File: src/pkg/psc_pkg.sv
// shared constants and types for the press stroke cycle sequencer
package psc_pkg;
    // stroke states, gray coded along the usual path except the two-bit step from PSC_UP back to PSC_TOP
    typedef enum logic [2:0] {
        PSC_TOP = 3'h0,
        PSC_DOWN = 3'h1,
        PSC_MUTE = 3'h3,
        PSC_MUTE8 = 3'h2,
        PSC_PAST6 = 3'h6,
        PSC_BOTTOM = 3'h7,
        PSC_UP = 3'h5
    } psc_state_t;

    // field mode encodings, {mode2, mode1}
    localparam logic [1:0] PSC_MODE_STANDARD = 2'h0;
    localparam logic [1:0] PSC_MODE_BOX = 2'h2;

    // controller register map, byte addresses
    localparam logic [31:0] PSC_REG_CTRL = 32'h0000_0000;
    localparam logic [31:0] PSC_REG_STATUS = 32'h0000_0004;
    localparam logic [31:0] PSC_CTRL_RESET = 32'h0000_0000;

    // control register fields
    localparam int PSC_CTRL_FOOT = 0;
    localparam int PSC_CTRL_UPPER = 1;
    localparam int PSC_CTRL_MODE1 = 2;
    localparam int PSC_CTRL_MODE2 = 3;
    localparam int PSC_CTRL_ACK = 4;

    // status register fields
    localparam int PSC_STAT_SAFE = 0;
    localparam int PSC_STAT_MUTE = 2;
    localparam int PSC_STAT_MASKED = 4;
    localparam int PSC_STAT_STOP = 5;
    localparam int PSC_STAT_STOP_CLR = 5;
endpackage : psc_pkg

File: src/pkg/psc_link_if.sv
// link between the guard receiver and the press safety controller
`timescale 1ns/10ps
interface psc_link_if;
    logic [1:0] field_mode;
    logic ack;
    logic foot_switch;
    logic upper_stroke_limit;
    logic [1:0] safety_switch_outputs;
    logic [1:0] mute;

    modport guard (
        input field_mode,
        input ack,
        input foot_switch,
        input upper_stroke_limit,
        output safety_switch_outputs,
        output mute
    );
    modport press (
        output field_mode,
        output ack,
        output foot_switch,
        output upper_stroke_limit,
        input safety_switch_outputs,
        input mute
    );
endinterface : psc_link_if

File: src/logic/psc_guard.sv
// guard receiver end: stroke sequencer driving safety and mute outputs
// Behaviour
// - field modes 0 then 1 select box bending
// - reduced stroke needs acknowledge press then release
// - top limit: all outputs off, field free
// - pinch point starts muting, mute outputs drop
// - 8 mm point: muting active, safety on
// - 6 mm point ends muting, safety drops
// - controller masks safety outputs steps five-eight
// - past 6 mm and bottom: all off
// - upward clear with top flag: mute rises
// - press returns upward without foot switch
// - after upward clearing, back to top state
// - reduced mode valid one stroke, reacknowledge each
`timescale 1ns/10ps
module psc_guard (
    input wire logic i_mclk,
    input wire logic i_reset,
    psc_link_if.guard link,
    input wire logic i_pinch_point,
    input wire logic i_point_8mm,
    input wire logic i_point_6mm,
    input wire logic i_lower_stroke_limit,
    input wire logic i_advance_clear,
    input wire logic i_field_broken,
    output psc_pkg::psc_state_t o_state,
    output logic o_dyn_muting,
    output logic o_field_interrupted,
    output logic o_reduced_armed,
    output logic o_reduced_stroke
);
    import psc_pkg::*;

    // whole sequencer state in one register, so reset and update stay in step
    typedef struct packed {
        psc_state_t state;
        logic [1:0] safe;
        logic [1:0] mute;
        logic dyn;
        logic field_int;
        logic ack_held;
        logic armed;
        logic reduced;
    } psc_guard_t;

    psc_guard_t r;
    psc_guard_t next_r;
    logic reduced_sel;
    logic start_ok;
    logic ack_done;
    logic [1:0] field_pair;

    // any mode other than standard blanks segments and needs acknowledging
    function automatic logic psc_is_reduced(input logic [1:0] mode);
        psc_is_reduced = (mode != PSC_MODE_STANDARD);
    endfunction : psc_is_reduced

    // both channels of an output pair always move together
    function automatic logic [1:0] psc_pair(input logic on);
        psc_pair = on ? 2'h3 : 2'h0;
    endfunction : psc_pair

    // a stroke starts only with the foot down and the top flag low
    function automatic logic psc_can_start(input logic foot, input logic upper,
        input logic reduced, input logic armed);
        psc_can_start = foot && !upper && (!reduced || armed);
    endfunction : psc_can_start

    // the button counts on its release, so a held button arms nothing
    function automatic logic psc_ack_done(input logic held, input logic pressed);
        psc_ack_done = held && !pressed;
    endfunction : psc_ack_done

    always_comb begin
        next_r = r;
        reduced_sel = psc_is_reduced(link.field_mode);
        start_ok = psc_can_start(link.foot_switch, link.upper_stroke_limit,
            reduced_sel, r.armed);
        ack_done = psc_ack_done(r.ack_held, link.ack);
        field_pair = psc_pair(!i_field_broken);
        // press then release arms one reduced stroke
        next_r.ack_held = link.ack;
        case (r.state)
            PSC_TOP: begin
                next_r.safe = 2'h0;
                next_r.mute = 2'h0;
                next_r.dyn = 1'b0;
                next_r.field_int = 1'b0;
                next_r.reduced = 1'b0;
                if (start_ok) begin
                    next_r.state = PSC_DOWN;
                    next_r.reduced = reduced_sel;
                    next_r.safe = 2'h3;
                    next_r.mute = 2'h3;
                    // a reduced stroke spends its acknowledgement as it starts
                    if (reduced_sel) begin
                        next_r.armed = 1'b0;
                    end
                end
            end
            PSC_DOWN: begin
                // interruption before muting drops the safety outputs at once
                next_r.field_int = i_field_broken;
                next_r.safe = field_pair;
                next_r.mute = 2'h3;
                next_r.dyn = 1'b0;
                if (i_pinch_point && !i_field_broken) begin
                    next_r.state = PSC_MUTE;
                    next_r.mute = 2'h0;
                    next_r.dyn = 1'b1;
                end
            end
            PSC_MUTE, PSC_MUTE8: begin
                // the field is blanked while muting, so a break here is expected
                next_r.safe = 2'h3;
                next_r.mute = 2'h0;
                next_r.dyn = 1'b1;
                next_r.field_int = 1'b0;
                if (i_point_6mm) begin
                    next_r.state = PSC_PAST6;
                    next_r.dyn = 1'b0;
                    next_r.field_int = 1'b1;
                    next_r.safe = 2'h0;
                end else if (i_point_8mm) begin
                    next_r.state = PSC_MUTE8;
                    next_r.safe = 2'h3;
                    next_r.mute = 2'h0;
                    next_r.field_int = 1'b0;
                end
            end
            PSC_PAST6: begin
                // a drop past 6 mm holds through the bottom until upward clearing
                next_r.safe = 2'h0;
                next_r.mute = 2'h0;
                next_r.dyn = 1'b0;
                next_r.field_int = 1'b1;
                if (i_lower_stroke_limit) begin
                    next_r.state = PSC_BOTTOM;
                end
            end
            PSC_BOTTOM: begin
                next_r.safe = 2'h0;
                next_r.mute = 2'h0;
                next_r.dyn = 1'b0;
                next_r.field_int = 1'b1;
                // foot switch is not looked at for the move from bottom into the up state
                if (i_advance_clear && link.upper_stroke_limit) begin
                    next_r.state = PSC_UP;
                    next_r.mute = 2'h3;
                    next_r.field_int = i_field_broken;
                    next_r.safe = field_pair;
                end
            end
            PSC_UP: begin
                next_r.field_int = i_field_broken;
                next_r.safe = field_pair;
                next_r.mute = 2'h3;
                next_r.dyn = 1'b0;
                // the stroke ends once the operator has let go of the foot switch
                if (!link.foot_switch) begin
                    next_r.state = PSC_TOP;
                    next_r.safe = 2'h0;
                    next_r.mute = 2'h0;
                    next_r.field_int = 1'b0;
                    next_r.reduced = 1'b0;
                end
            end
            default: begin
                // unused codes fall back to the safe top state
                next_r.state = PSC_TOP;
                next_r.safe = 2'h0;
                next_r.mute = 2'h0;
                next_r.dyn = 1'b0;
                next_r.field_int = 1'b0;
                next_r.reduced = 1'b0;
            end
        endcase
        // a release in the cycle that spends the arm still arms the next stroke
        if (ack_done) begin
            next_r.armed = 1'b1;
        end
    end

    always_ff @(posedge i_mclk) begin
        if (i_reset) begin
            r.state <= PSC_TOP;
            r.safe <= 2'h0;
            r.mute <= 2'h0;
            r.dyn <= 1'b0;
            r.field_int <= 1'b0;
            r.ack_held <= 1'b0;
            r.armed <= 1'b0;
            r.reduced <= 1'b0;
        end else begin
            r <= next_r;
        end
    end

    // link outputs straight from the register, so no decode glitch reaches the press
    assign link.safety_switch_outputs = r.safe;
    assign link.mute = r.mute;
    assign o_state = r.state;
    assign o_dyn_muting = r.dyn;
    assign o_field_interrupted = r.field_int;
    assign o_reduced_armed = r.armed;
    assign o_reduced_stroke = r.reduced;
endmodule : psc_guard

File: src/flat_wrapper.sv
// flat-port wrapper written by rule: the top's interface ports become plain ports
module psc_guard_flat import psc_pkg::*;
  (i_mclk, i_reset, i_pinch_point, i_point_8mm, i_point_6mm, i_lower_stroke_limit, i_advance_clear, i_field_broken, o_state, o_dyn_muting, o_field_interrupted, o_reduced_armed, o_reduced_stroke, link_field_mode, link_ack, link_foot_switch, link_upper_stroke_limit, link_safety_switch_outputs, link_mute);
  psc_link_if link_i ();
  input wire logic i_mclk;
  input wire logic i_reset;
  input wire logic i_pinch_point;
  input wire logic i_point_8mm;
  input wire logic i_point_6mm;
  input wire logic i_lower_stroke_limit;
  input wire logic i_advance_clear;
  input wire logic i_field_broken;
  output psc_pkg::psc_state_t o_state;
  output logic o_dyn_muting;
  output logic o_field_interrupted;
  output logic o_reduced_armed;
  output logic o_reduced_stroke;
  input wire logic [$bits(link_i.field_mode)-1:0] link_field_mode;
  input wire logic [$bits(link_i.ack)-1:0] link_ack;
  input wire logic [$bits(link_i.foot_switch)-1:0] link_foot_switch;
  input wire logic [$bits(link_i.upper_stroke_limit)-1:0] link_upper_stroke_limit;
  output wire logic [$bits(link_i.safety_switch_outputs)-1:0] link_safety_switch_outputs;
  output wire logic [$bits(link_i.mute)-1:0] link_mute;
  assign link_i.field_mode = link_field_mode;
  assign link_i.ack = link_ack;
  assign link_i.foot_switch = link_foot_switch;
  assign link_i.upper_stroke_limit = link_upper_stroke_limit;
  assign link_safety_switch_outputs = link_i.safety_switch_outputs;
  assign link_mute = link_i.mute;
  psc_guard u_core (.i_mclk(i_mclk), .i_reset(i_reset), .link(link_i), .i_pinch_point(i_pinch_point), .i_point_8mm(i_point_8mm), .i_point_6mm(i_point_6mm), .i_lower_stroke_limit(i_lower_stroke_limit), .i_advance_clear(i_advance_clear), .i_field_broken(i_field_broken), .o_state(o_state), .o_dyn_muting(o_dyn_muting), .o_field_interrupted(o_field_interrupted), .o_reduced_armed(o_reduced_armed), .o_reduced_stroke(o_reduced_stroke));
endmodule
File: config.mk
export PLATFORM = sky130hd
export DESIGN_NAME = psc_guard_flat
export DESIGN_NICKNAME = d
export VERILOG_FILES = /design/src/pkg/psc_pkg.sv /design/src/pkg/psc_link_if.sv /design/src/logic/psc_guard.sv /design/src/flat_wrapper.sv
export SDC_FILE = /design/constraint.sdc
export NUM_CORES = 1
export LEC_CHECK = 0
export BUFFER_PORTS_ARGS = -buffer_cell sky130_fd_sc_hd__buf_4
export CAP_MARGIN = 20
export CORE_AREA = 4 4 41 43
export CTS_CLUSTER_DIAMETER = 120
export CTS_CLUSTER_SIZE = 40
export DETAILED_ROUTE_END_ITERATION = 8
export DIE_AREA = 0 0 45 47
export PLACE_DENSITY = 0.79
export SYNTH_ARGS = -nofsm -noshare
export SYNTH_HDL_FRONTEND = slang
export SYNTH_SLANG_ARGS = --single-unit
export TNS_END_PERCENT = 30
File: constraint.sdc
create_clock -name i_mclk -period 2.8 [get_ports i_mclk]
set_input_delay 0.56 -clock i_mclk [delete_from_list [all_inputs] [get_ports i_mclk]]
set_output_delay 0.56 -clock i_mclk [all_outputs]
set_load 0.02 [all_outputs]
==> results.sh <==
export IMPL_status="finished clean"
export IMPL_clk_latency_ns=0.28
export IMPL_htree_levels=1
export IMPL_power_density_nw_per_um2=467
export IMPL_skew_ns=0.00837
export IMPL_synth_area_top_cells="dfxtp_1 31%, buf_4 8.1%, buf_6 5.2%"
export IMPL_synth_top_area_share_pct=31.0
export IMPL_cts_setup_buffers=0
export IMPL_vias_per_cell=5.51
export IMPL_fp_dieArea_sq_um=2120
export IMPL_yosysSeqAreaShare_pct=31.0
export IMPL_fin_crit_ns=1.78
export IMPL_grt_pass1_vias=515
export IMPL_synth_seq_cells=10
export IMPL_place_congestion=0.880
export IMPL_layout_drive_gt1_share_pct=36.5
export IMPL_cp_top_family="flip-flops"
export IMPL_synth_nets=93
export IMPL_fmax_mhz=561
export IMPL_rows=13
export IMPL_crit_buf_inv=1
export IMPL_overflow=0
export IMPL_async_flop_share_pct=0
export IMPL_io_buffers=23
export IMPL_synthTopCellsByCount="10 x dfxtp_1, 7 x buf_4, 6 x nand2_1, 6 x nor2_1"
export IMPL_finalCritPeriodShare_pct=63.6
export IMPL_path_class="reg -> out"
export IMPL_drtIter0Drc=23
export IMPL_numCtsBuffers=3
export IMPL_critPathMaxStageDelay_ns=0.69
export IMPL_synth_cell_types=33
export IMPL_synth_largest_area_cell="dfxtp_1"
export IMPL_dp_cells=107
export IMPL_via_count=612
export IMPL_grt_max_degree=16
export IMPL_wl_per_cell_um=12.9
export IMPL_cts_resized=0
export IMPL_critPathLaunchType="register"
export IMPL_final_cells=111
export IMPL_hold_buffers=0
export IMPL_n_antenna_cell=0
export IMPL_rsz0062_at_grt="no"
export IMPL_synth_edf_count=0
export IMPL_worstPathMaxFanout=14
export IMPL_p_leak_nw=0.339
export IMPL_relSlewSlack_pct=61.8
export IMPL_cts_tree="done"
export IMPL_coreArea_sq_um=1300
export IMPL_max_cap_viol_count=0
export IMPL_die_w_um=45
export IMPL_ant_nets=0
export IMPL_dp_hpwl_um=1050
export IMPL_end_kind="primary output"
export IMPL_setup_viol=0
export IMPL_num_io_pins=24
export IMPL_syn_area_sq_um=646
export IMPL_finalHoldViolCount=0
export IMPL_grtUsageTotal_pct=15.4
export IMPL_synth_warnings=0
export IMPL_arrival_ns=1.22
export IMPL_fin_tns_setup_ns=0
export IMPL_clkSlewWorstSetupHoldPaths_ns=0.08
export IMPL_fp_dieH_um=47
export IMPL_final_nets=110
export IMPL_areaGrowthSynthToFinish_pct=21.1
export IMPL_clockBufferDepth=2
export IMPL_hold_path_class="reg -> reg"
export IMPL_power_mw=0.365
export IMPL_wl_um=1430
export IMPL_required_ns=2.24
export IMPL_synth_avg_cell_area_sq_um=8.07
export IMPL_drc=0
export IMPL_synthCells=80
export IMPL_grt_pass1_wl_um=2290
export IMPL_start_util_pct=49.6
export IMPL_vdd_ir_drop_max_mv=0.265
export IMPL_crit_chain="buf_4"
export IMPL_antenna_found_initial=0
export IMPL_drtPass1Iterations=4
export IMPL_worst_pin_slew_ns=0.572
export IMPL_synth_most_common_cell="dfxtp_1"
export IMPL_cts_root_buf="clkbuf_4"
export IMPL_drv_slew=0
export IMPL_synth_top_flop_cell="dfxtp_1"
export IMPL_slowest_stage="dfxtp_1"
export IMPL_clock_sinks=10
-- metal layers --
layer	GRT usage [%]	vias to the layer above	share of wire, %
li1	-	310	-
met4	10.5	0	2.8
met2	21.8	35	45
met5	0	-	0
met1	19.7	262	41
met3	4.98	5	11
-- registers in the layout, summed over array words and instances, names as in the netlist --
signal                             count
u_core.o_state                         3
u_core.link.mute                       1
u_core.link.safety_switch_outputs      1
u_core.o_dyn_muting                    1
u_core.o_field_interrupted             1
u_core.o_reduced_armed                 1
u_core.o_reduced_stroke                1
u_core.r                               1
-- area by class of cell --
class | count | area, sq um
clock buffer | 4 | 36.3
timing repair buffer | 23 | 173
inverter | 5 | 23.8
fill | 116 | 519
tap | 15 | 18.8
multi-input combinational | 54 | 330
sequential | 10 | 200
-- cell families (layout without fill, tap and decap cells) --
kind of cell	Yosys count	after routing	synth area share, %
and+or+nand+nor	31	31	25.6
buffers and inverters	16	32	17.8
AOI/OAI and AO/OA	23	23	25.6
DFF	10	10	31.0
-- cell usage in the layout (no fill, tap or decap) --
cell type / instances
inv_1: 3
nand2b_1: 2
o211ai_1: 1
a21oi_1: 4
and3_1: 2
nor2b_1: 2
a31oi_1: 4
o2111ai_1: 2
nor2_1: 6
o22ai_1: 1
buf_4: 23
a21o_1: 2
and2b_1: 1
nand2_1: 6
clkbuf_8: 1
nor2_2: 1
a32oi_1: 2
o21ai_0: 3
a211oi_1: 1
dfxtp_1: 10
nand3b_1: 1
nand3_1: 4
or2_2: 1
nor2b_2: 1
nor3_1: 2
clkbuf_4: 3
and2_1: 1
o311ai_2: 1
nor3_2: 1
a211o_1: 1
inv_6: 1
inv_2: 1
a21o_2: 1
-- stage by stage --
| stage | cell area, sq um | setup WS [ns] | utilization (%) | hold WS [ns] |
|---|---|---|---|---|
| detailed placement | 746 | 1.33 | 57.3 | 0.449 |
| finish | 782 | 1.02 | 60.1 | 0.458 |
| floorplan | 646 | 1.59 | - | 0.432 |
| CTS | 782 | 1.02 | 60.1 | 0.459 |
| global route | 782 | 0.960 | 60.1 | 0.506 |
| global placement | 746 | 1.36 | 57.3 | 0.440 |
-- power breakdown --
| group | internal [mW] | switching [mW] | total (mW) |
|---|---|---|---|
| clock network | 0.0793 | 0.0601 | 0.139 |
| registers | 0.148 | 0.00937 | 0.158 |
| logic | 0.0336 | 0.0346 | 0.0682 |
-- worst paths after layout --
| check | depth (start not counted) | slack (ns) | startpoint | to |
|---|---|---|---|---|
| worst max register to register | 4 | 1.30 | u_core.o_state[2] | u_core.o_state[0] |
| worst min register to register | 2 | 0.46 | u_core.r[2] | u_core.o_reduced_armed |
| worst min-delay path | 2 | 0.46 | u_core.r[2] | u_core.o_reduced_armed |
| worst max-delay path | 1 | 1.02 | u_core.o_state[2] | o_state[2] |
-- worst reg2reg max path, delay by kind of cell (launching register included) --
family / cells / cell delay (ns)
flops: 1 / 0.69
simple gates: 2 / 0.38
compound gates: 2 / 0.35
No activity file was read; power rests on OpenSTA's default activity.
